[config.mk]
export PLATFORM = sky130hd
export DESIGN_NAME = pin_uart
export DESIGN_NICKNAME = d
export VERILOG_FILES = /design/src/core/uart_pkg.sv /design/src/core/pin_uart.sv
export SDC_FILE = /design/constraint.sdc
export NUM_CORES = 1
export LEC_CHECK = 0
export BUFFER_PORTS_ARGS = -buffer_cell sky130_fd_sc_hd__clkbuf_2
export CAP_MARGIN = 5
export CELL_PAD_IN_SITES_DETAIL_PLACEMENT = 2
export CELL_PAD_IN_SITES_GLOBAL_PLACEMENT = 2
export CORE_ASPECT_RATIO = 2
export CORE_UTILIZATION = 36
export CTS_CLUSTER_DIAMETER = 80
export DETAILED_ROUTE_END_ITERATION = 16
export GPL_ROUTABILITY_DRIVEN = 0
export PLACE_DENSITY_LB_ADDON = 0.08
export SYNTH_ARGS = -nofsm -noshare
export SYNTH_HDL_FRONTEND = slang
export SYNTH_SLANG_ARGS = --single-unit
[constraint.sdc]
create_clock -name clk_sys_in -period 3.7 [get_ports clk_sys_in]
set_input_delay 0.37 -clock clk_sys_in [delete_from_list [all_inputs] [get_ports clk_sys_in]]
set_output_delay 0.37 -clock clk_sys_in [all_outputs]
set_load 0.05 [all_outputs]
[src/core/uart_pkg.sv]
// Constants shared by the pin-programmed asynchronous serial transceiver
package uart_pkg;
    // Bit timing: sixteen ticks of the 16x clock per bit cell
    localparam int unsigned TICKS_PER_BIT = 16;
    localparam logic [3:0]  TICK_LAST     = 4'hf;
    localparam logic [3:0]  START_CENTER  = 4'h7;
    localparam logic [7:0]  HALF_BIT      = 8'h08;
    // Crystal prescaler ratios
    localparam logic [10:0] DIV_FAST      = 11'h00f;
    localparam logic [10:0] DIV_SLOW      = 11'h7ff;
    // Character length: base length plus the two select bits
    localparam logic [3:0]  LEN_BASE      = 4'h5;
    // Control word layout and reset value
    localparam int unsigned CW_LEN0       = 0;
    localparam int unsigned CW_LEN1       = 1;
    localparam int unsigned CW_PINH       = 2;
    localparam int unsigned CW_EVEN       = 3;
    localparam int unsigned CW_STOP       = 4;
    localparam logic [4:0]  CW_RESET      = 5'h00;
    // Idle transmit frame is all marks
    localparam logic [11:0] FRAME_IDLE    = 12'hfff;
    // Receive states
    typedef enum logic [1:0] {rx_idle, rx_start, rx_bits, rx_stop} rx_state_type;
endpackage

[src/core/pin_uart.sv]
// Pin-programmed full-duplex asynchronous serial transceiver
`timescale 1ns/1ps
module pin_uart
    import uart_pkg::*;
#(
    parameter bit CRYSTAL_VARIANT = 1'b0 // Internal prescaler, always-driven status
)(
    // Clock and reset
    input  wire logic       clk_sys_in,
    input  wire logic       reset_in,
    // Bit clocks and prescaler (external pins)
    input  wire logic       rx_bit_clock_16x_in,
    input  wire logic       tx_bit_clock_16x_in,
    input  wire logic       prescale_select_in,
    // Serial lines
    input  wire logic       rx_serial_in,
    output logic            tx_serial_out_out,
    // Control word pins
    input  wire logic       ctrl_word_load_in,
    input  wire logic       char_len_sel_0_in,
    input  wire logic       char_len_sel_1_in,
    input  wire logic       parity_inhibit_in,
    input  wire logic       even_parity_select_in,
    input  wire logic       stop_len_select_in,
    // Transmit side
    input  wire logic [7:0] tx_holding_data_in,
    input  wire logic       tx_holding_load_n_in,
    input  wire logic       master_reset_in,
    output logic            tx_holding_empty_out,
    output logic            tx_holding_empty_oe_n_out,
    output logic            tx_shift_empty_out,
    // Receive side
    input  wire logic       rx_ready_clear_n_in,
    input  wire logic       rx_data_output_disable_in,
    input  wire logic       flag_output_disable_in,
    output logic [7:0]      rx_holding_data_out,
    output logic            rx_holding_data_oe_n_out,
    output logic            rx_char_ready_out,
    output logic            rx_char_ready_oe_n_out,
    output logic            rx_parity_fault_out,
    output logic            framing_fault_out,
    output logic            overrun_fault_out,
    output logic            flags_oe_n_out
);

    // All pins are asynchronous to clk_sys_in: two flops each
    logic [22:0]  pin_meta_q;   // First stage, read only by second
    logic [22:0]  pin_q;        // Second stage, safe to use
    logic [1:0]   clk_prev_q;   // Previous bit-clock levels
    logic         load_prev_q;  // Previous load strobe level
    wire  [22:0]  pin_raw = {rx_serial_in, rx_bit_clock_16x_in,
                             tx_bit_clock_16x_in, prescale_select_in,
                             ctrl_word_load_in, char_len_sel_0_in,
                             char_len_sel_1_in, parity_inhibit_in,
                             even_parity_select_in, stop_len_select_in,
                             tx_holding_load_n_in, master_reset_in,
                             rx_ready_clear_n_in, rx_data_output_disable_in,
                             flag_output_disable_in, tx_holding_data_in};

    // Named views of the synchronised pins
    wire       rxd      = pin_q[22];
    wire       rx_clk   = pin_q[21];
    wire       tx_clk   = pin_q[20];
    wire       presc    = pin_q[19];
    wire       ctrl_word_load      = pin_q[18];
    wire [4:0] cw_pins  = {pin_q[13], pin_q[14], pin_q[15], pin_q[16],
                           pin_q[17]};
    wire       load_n   = pin_q[12];
    wire       mr       = pin_q[11];
    wire       drr_n    = pin_q[10];
    wire       rx_data_output_disable      = pin_q[9];
    wire       flag_output_disable      = pin_q[8];
    wire [7:0] tx_data  = pin_q[7:0];

    // Synchroniser and edge history; bit clocks reset low so no false tick
    always_ff @(posedge clk_sys_in or posedge reset_in)
    begin
        if (reset_in)
        begin
            pin_meta_q  <= 23'h481c00;
            pin_q       <= 23'h481c00;
            clk_prev_q  <= 2'h0;
            load_prev_q <= 1'b1;
        end
        else
        begin
            pin_meta_q  <= pin_raw;
            pin_q       <= pin_meta_q;
            clk_prev_q  <= {rx_clk, tx_clk};
            load_prev_q <= load_n;
        end
    end

    // Crystal prescaler: one divider feeds both directions
    logic [10:0] div_q;         // Prescaler count
    wire  [10:0] div_top   = presc ? DIV_FAST : DIV_SLOW;
    wire         div_tick  = (div_q == div_top);

    always_ff @(posedge clk_sys_in or posedge reset_in)
    begin
        if (reset_in)
            div_q <= 11'h000;
        else if (div_tick || div_q > div_top)
            div_q <= 11'h000;
        else
            div_q <= div_q + 11'h001;
    end

    // 16x tick enables; external clocks counted on rising edges
    wire rx_tick = CRYSTAL_VARIANT ? div_tick : (rx_clk & ~clk_prev_q[1]);
    wire tx_tick = CRYSTAL_VARIANT ? div_tick : (tx_clk & ~clk_prev_q[0]);

    // Control register, transparent while its load pin is high
    logic [4:0] cw_q;           // Control word

    always_ff @(posedge clk_sys_in or posedge reset_in)
    begin
        if (reset_in)
            cw_q <= CW_RESET;
        else if (ctrl_word_load)
            cw_q <= cw_pins;
    end

    // Character format decode
    wire [3:0] char_len  = LEN_BASE + {2'h0, cw_q[CW_LEN1], cw_q[CW_LEN0]};
    wire       par_en    = ~cw_q[CW_PINH];
    wire       even_par  = cw_q[CW_EVEN];
    wire       len_five  = (char_len == LEN_BASE);
    wire [7:0] len_mask  = ~(8'hff << char_len);
    wire [3:0] body_bits = char_len + {3'h0, par_en};
    wire [1:0] stop_full = cw_q[CW_STOP] ? (len_five ? 2'h1 : 2'h2) : 2'h1;
    wire       stop_half = cw_q[CW_STOP] & len_five;

    // Parity bit that makes the masked character even or odd
    function automatic logic parity_of(input logic [7:0] d, input logic ev);
        parity_of = ev ? ^d : ~^d;
    endfunction

    // Transmit frame assembly
    logic [7:0] tx_hold_q;      // Holding latch
    wire [7:0]  tx_masked = tx_hold_q & len_mask;
    wire        tx_par    = parity_of(tx_masked, even_par) | ~par_en;
    wire [8:0]  tx_body   = (9'h1ff << body_bits) | {1'b0, tx_masked}
                            | ({8'h00, tx_par} << char_len);
    wire [11:0] tx_frame  = {2'h3, tx_body, 1'b0};
    wire [7:0]  tx_ticks  = {body_bits + 4'h1 + {2'h0, stop_full}, 4'h0}
                            + (stop_half ? HALF_BIT : 8'h00);

    // Transmit state
    logic        tx_pend_q;     // Move to shifter requested
    logic        tx_busy_q;     // Shifter sending
    logic [11:0] tx_frame_q;    // Shifter; bit zero is the line
    logic [7:0]  tx_left_q;     // Ticks left in the frame
    logic [3:0]  tx_sub_q;      // Tick within the bit cell
    logic        tx_hempty_q;   // Holding latch empty
    logic        tx_sempty_q;   // Shifter empty
    logic        tx_mr_pend_q;  // Shifter empty due after reset
    wire         load_rise = load_n & ~load_prev_q;
    wire         tx_last   = tx_busy_q & (tx_left_q == 8'h01);
    wire         tx_start  = tx_tick & tx_pend_q & (~tx_busy_q | tx_last);

    // Transmitter: holding latch, queued move and bit shifting
    always_ff @(posedge clk_sys_in or posedge reset_in)
    begin
        if (reset_in)
        begin
            tx_hold_q    <= 8'h00;
            tx_pend_q    <= 1'b0;
            tx_busy_q    <= 1'b0;
            tx_frame_q   <= FRAME_IDLE;
            tx_left_q    <= 8'h00;
            tx_sub_q     <= 4'h0;
            tx_hempty_q  <= 1'b1;
            tx_sempty_q  <= 1'b0;
            tx_mr_pend_q <= 1'b1;
        end
        else if (mr)
        begin
            // Master reset: idle line, empty latch, shifter flag low
            tx_pend_q    <= 1'b0;
            tx_busy_q    <= 1'b0;
            tx_frame_q   <= FRAME_IDLE;
            tx_hempty_q  <= 1'b1;
            tx_sempty_q  <= 1'b0;
            tx_mr_pend_q <= 1'b1;
        end
        else
        begin
            // Latch follows the data pins while the strobe is low
            if (!load_n)
                tx_hold_q <= tx_data;
            if (tx_start)
            begin
                // Latch hands over; sending starts with the start bit
                tx_frame_q  <= tx_frame;
                tx_left_q   <= tx_ticks;
                tx_sub_q    <= 4'h0;
                tx_busy_q   <= 1'b1;
                tx_pend_q   <= 1'b0;
                tx_hempty_q <= 1'b1;
                tx_sempty_q <= 1'b0;
            end
            else if (tx_tick && tx_busy_q)
            begin
                tx_sub_q  <= tx_sub_q + 4'h1;
                tx_left_q <= tx_left_q - 8'h01;
                if (tx_sub_q == TICK_LAST)
                    tx_frame_q <= {1'b1, tx_frame_q[11:1]};
                if (tx_last)
                begin
                    // Last stop tick gone: nothing queued behind it
                    tx_busy_q   <= 1'b0;
                    tx_frame_q  <= FRAME_IDLE;
                    tx_sempty_q <= 1'b1;
                end
            end
            else if (tx_tick && tx_mr_pend_q)
            begin
                // First tick after reset reports an idle shifter
                tx_sempty_q  <= 1'b1;
                tx_mr_pend_q <= 1'b0;
            end
            // New strobe after a start keeps the request alive
            if (load_rise)
            begin
                tx_pend_q   <= 1'b1;
                tx_hempty_q <= 1'b0;
            end
        end
    end

    // Receive state
    rx_state_type rx_state_q;   // Receiver phase
    logic [3:0]   rx_sub_q;     // Tick within the bit cell
    logic [3:0]   rx_bit_q;     // Body bit index
    logic [8:0]   rx_sr_q;      // Assembled data and parity
    logic [7:0]   rx_hold_q;    // Holding register
    logic         rx_stop_q;    // Sampled first stop bit
    logic         rx_late_q;    // Second half of the transfer
    logic         rx_ready_q;   // Character ready
    logic         rx_pe_q;      // Parity fault
    logic         rx_fe_q;      // Framing fault
    logic         rx_ov_q;      // Overrun fault
    logic         drr_seen_q;   // Ready-clear seen since last transfer
    wire          rx_cell_end = rx_tick & (rx_sub_q == TICK_LAST);
    wire          rx_xfer     = rx_cell_end & (rx_state_q == rx_stop);
    wire [7:0]    rx_char     = rx_sr_q[7:0] & len_mask;
    wire          rx_par_bad  = par_en
                                & (rx_sr_q[char_len] != parity_of(rx_char, even_par));

    // Receiver sequencer; the line is assumed high when idle
    always_ff @(posedge clk_sys_in or posedge reset_in)
    begin
        if (reset_in)
        begin
            rx_state_q <= rx_idle;
            rx_sub_q   <= 4'h0;
            rx_bit_q   <= 4'h0;
            rx_sr_q    <= 9'h000;
        end
        else if (rx_tick)
        begin
            rx_sub_q <= rx_sub_q + 4'h1;
            unique case (rx_state_q)
                rx_idle:
                    if (!rxd)
                    begin
                        rx_state_q <= rx_start;
                        rx_sub_q   <= 4'h0;
                    end
                rx_start:
                    if (rx_sub_q == START_CENTER)
                    begin
                        // A glitch that is high mid-cell is no start bit
                        rx_state_q <= rxd ? rx_idle : rx_bits;
                        rx_sub_q   <= 4'h0;
                        rx_bit_q   <= 4'h0;
                    end
                rx_bits:
                    if (rx_sub_q == TICK_LAST)
                    begin
                        rx_sr_q[rx_bit_q] <= rxd;
                        rx_bit_q          <= rx_bit_q + 4'h1;
                        if (rx_bit_q == body_bits - 4'h1)
                            rx_state_q <= rx_stop;
                    end
                rx_stop:
                    if (rx_sub_q == TICK_LAST)
                        rx_state_q <= rx_idle;
            endcase
        end
    end

    // Holding register and receive flags
    always_ff @(posedge clk_sys_in or posedge reset_in)
    begin
        if (reset_in)
        begin
            rx_hold_q  <= 8'h00;
            rx_stop_q  <= 1'b1;
            rx_late_q  <= 1'b0;
            rx_ready_q <= 1'b0;
            rx_pe_q    <= 1'b0;
            rx_fe_q    <= 1'b0;
            rx_ov_q    <= 1'b0;
            drr_seen_q <= 1'b0;
        end
        else
        begin
            rx_late_q <= rx_xfer & ~mr;
            if (rx_xfer)
            begin
                // Holding register survives master reset
                rx_hold_q <= rx_char;
                rx_stop_q <= rxd;
            end
            if (mr)
            begin
                rx_ready_q <= 1'b0;
                rx_pe_q    <= 1'b0;
                rx_fe_q    <= 1'b0;
                rx_ov_q    <= 1'b0;
                drr_seen_q <= 1'b0;
            end
            else
            begin
                // Clear level wins over the late set
                if (!drr_n)
                    rx_ready_q <= 1'b0;
                else if (rx_late_q)
                    rx_ready_q <= 1'b1;
                if (rx_xfer)
                begin
                    rx_pe_q    <= rx_par_bad;
                    rx_ov_q    <= rx_ready_q | (rx_ov_q & ~drr_seen_q);
                    drr_seen_q <= ~drr_n;
                end
                else if (!drr_n)
                    drr_seen_q <= 1'b1;
                if (rx_late_q)
                    rx_fe_q <= ~rx_stop_q;
                // Inhibited parity drops the fault at once
                if (!par_en)
                    rx_pe_q <= 1'b0;
            end
        end
    end

    // Output enables, registered from the disable pins
    logic rrd_q;                // Data disable
    logic sfd_q;                // Flag disable
    logic stat_dis_q;           // Status disable, non-crystal only

    always_ff @(posedge clk_sys_in or posedge reset_in)
    begin
        if (reset_in)
        begin
            rrd_q      <= 1'b1;
            sfd_q      <= 1'b1;
            stat_dis_q <= 1'b0;
        end
        else
        begin
            rrd_q      <= rx_data_output_disable;
            sfd_q      <= flag_output_disable;
            stat_dis_q <= flag_output_disable & ~CRYSTAL_VARIANT;
        end
    end

    // Outputs come straight from flops
    assign tx_serial_out_out         = tx_frame_q[0];
    assign tx_holding_empty_out      = tx_hempty_q;
    assign tx_holding_empty_oe_n_out = stat_dis_q;
    assign tx_shift_empty_out        = tx_sempty_q;
    assign rx_holding_data_out       = rx_hold_q;
    assign rx_holding_data_oe_n_out  = rrd_q;
    assign rx_char_ready_out         = rx_ready_q;
    assign rx_char_ready_oe_n_out    = stat_dis_q;
    assign rx_parity_fault_out       = rx_pe_q;
    assign framing_fault_out         = rx_fe_q;
    assign overrun_fault_out         = rx_ov_q;
    assign flags_oe_n_out            = sfd_q;

endmodule

==> impl_metrics.tcl <==
set metrics [dict create \
    htree_levels 4 \
    p_per_area_mw_per_mm2 590.8 \
    core_mm2 0.01443 \
    wire_per_inst_um 18.90 \
    area_growth_syn_to_layout_pct 18.13 \
    netlist_top_cells_area "dfrtp_1, dfstp_2, nand2_1" \
    wl_met1_um 4700 \
    final_antenna_net_count 0 \
    synth_edf_count 0 \
    grt_overflow_total 0 \
    diodes 0 \
    grt_max_degree 64 \
    synth-seq-cells 124 \
    dr_wl_met3_um 278 \
    finalWirelength_um 13760 \
    path_max_fanout 7 \
    min_period_ns 2.780 \
    power.total_uw 3732 \
    synth_cell_types 55 \
    die_h_um 174.4 \
    grt_pass1_wl_um 22720 \
    regArea_mm2 0.003133 \
    tightest_slew_ns 1.081 \
    ys_seq_area_frac 0.5859 \
    slew_viol_final 0 \
    clockBufferDepth 2 \
    fin_worst_skew_ns 0.007953 \
    setup_viol 0 \
    wl_met2_um 8260 \
    clk_latency_ns 0.42 \
    grt_usage 0.2024 \
    cts_tree "yes" \
    top_layer "met4" \
    vias_per_cell 5.118 \
    clock_sinks 124 \
    hold_class "input pin to flop" \
    nets 567 \
    clkTransAtPathRegs_ns 0.06 \
    fin_crit_sh 0.7514 \
    synthCells 476 \
    syn_area_per_cell_um2 11.23 \
    fmax_mhz 359.7 \
    dp_hpwl_um 9989 \
    crit_type "flop to flop" \
    vdd_ir_drop_max_v 0.0003126 \
    synth_most_common_cell "dfrtp_1" \
    required_ns 3.99 \
    yosys_warnings 0 \
    cts_root_buf "clkbuf_16" \
    grt_setup_unrepaired "false" \
    hold_violations 0 \
    post_cts_buffers 0 \
    rows 62 \
    max-slew-margin-rel 0.2729 \
    port_buffers 42 \
    ios 44 \
    layout-drive-gt1-share 0.2332 \
    endpoint_kind "flop" \
    cts_buffers 17 \
    start_util 0.3706 \
    cts_resized 0 \
    antenna_found_initial 0 \
    synthFlopType "dfrtp_1" \
    yosys-top-cells-count "dfrtp_1, nand2_1, nor2_1" \
    startpoint_type "flop" \
    fillers 1545 \
    status "finished, final reports clean" \
    vias 3726 \
    synth_area_mm2 0.005348 \
    yosysTopAreaCell "dfrtp_1" \
    fp.dieW_um 88.18 \
    die_area_mm2 0.01538 \
    hold_buffers 0 \
    drc 0 \
    synthArstFlopShare 1.000 \
    drt_first_pass_iters 4 \
    first_global_vias 4408 \
    netlist.area_leader.share 0.4679 \
    p_leak_uw 0.002857 \
    syn_nets 520 \
    fin_setup_tns_ns 0 \
    cp_data_arrival_time_ns 3.07 \
    cap_violations 0 \
    drtIter0Drc 93 \
    multi_input_area_mm2 0.002063 \
]
layout make-up:
type	instances	area share
clock buffers	20	0.07229
well taps	192	0.03803
clock inverters	12	0.01426
multi-input cells	313	0.3266
flip-flops and latches	124	0.4959
inverters	21	0.01287
repair buffers	46	0.04001
critical path, cell delays in order, from the launching register on:
cell and delay [ns]:
dfrtp_1 0.45, inv_1 0.23, ha_1 0.18, inv_1 0.05, fa_1 0.59, inv_1 0.16
fa_1 0.43, xor2_1 0.15, nand2_1 0.10, o22ai_1 0.08, a21oi_1 0.14, o21ai_0 0.08
kinds of logic (layout without fill, tap and decap cells):
| group | count (synthesis) | in the layout | share of synthesized area |
|---|---|---|---|
| AOI/OAI and AO/OA | 89 | 89 | 0.1097 |
| xor gates and xnor gates | 24 | 24 | 0.04188 |
| adders and majority gates | 19 | 19 | 0.04726 |
| buffers and inverters | 39 | 99 | 0.02831 |
| DFF | 124 | 124 | 0.5859 |
| muxes | 21 | 21 | 0.04609 |
| and+or+nand+nor | 160 | 160 | 0.1408 |
cells in the final DEF, fill, tap and decap left out, types with 9 or more instances in the layout:
master / instances
nor3_1: 13
o22ai_1: 10
dfstp_2: 24
nand2b_1: 9
mux2_2: 19
inv_1: 20
clkbuf_16: 17
nor2_1: 34
xor2_1: 12
nand2_1: 64
clkbuf_2: 42
o21ai_0: 26
xnor2_1: 11
ha_1: 17
a21oi_1: 19
dfrtp_1: 100
routing by layer:
metal,track usage,up-vias
met5,0,-
met4,0.1075,0
met3,0.04558,24
met2,0.3881,42
met1,0.1869,1920
li1,-,1740
registers in the layout (all words and copies together), names as in the netlist, 2 cells and up, named ones only:
| register | flops |
|---|---|
| clk_prev_q | 2 |
| cw_q | 5 |
| pin_meta_q | 22 |
| pin_q | 22 |
| rx_bit_q | 4 |
| rx_holding_data_out | 8 |
| rx_sr_q | 9 |
| rx_sub_q | 4 |
| tx_frame_q | 10 |
| tx_hold_q | 8 |
| tx_left_q | 8 |
| tx_sub_q | 4 |
metrics by stage:
stage               instance area, µm²  worst slack (ns)  hold slack, ns  instances  utilization
floorplan                         5348           0.07049          0.3312        476            -
global placement                  5771            0.9810          0.3331        696       0.3999
detailed placement                5771            0.8796          0.3364        696       0.3999
CTS                               6317            0.8720        0.004001        728       0.4378
global route                      6317            0.6757         0.01199        728       0.4378
finish                            6317            0.9198         0.02779        728       0.4378
power by group:
group / leakage [µW] / internal [µW] / switching, µW
sequential: 0.00151 / 1500 / 151
combinational: 0.00109 / 238 / 320
clock: 0.000263 / 894 / 627
path summary, 6_finish.rpt:
kind | start | to | slack (ns) | cells after the start
min in group asynchronous | reset_in | pin_meta_q[9] | 0.08 | 2
worst max register to register | cw_q[0] | tx_left_q[6] | 0.92 | 11
worst min register to register | pin_meta_q[6] | pin_q[6] | 0.34 | 0
max in group asynchronous | reset_in | pin_q[12] | 2.74 | 3
worst max-delay path | cw_q[0] | tx_left_q[6] | 0.92 | 11
worst min-delay path | rx_serial_in | pin_meta_q[22] | 0.03 | 1
No activity file was read; power rests on OpenSTA's default activity.
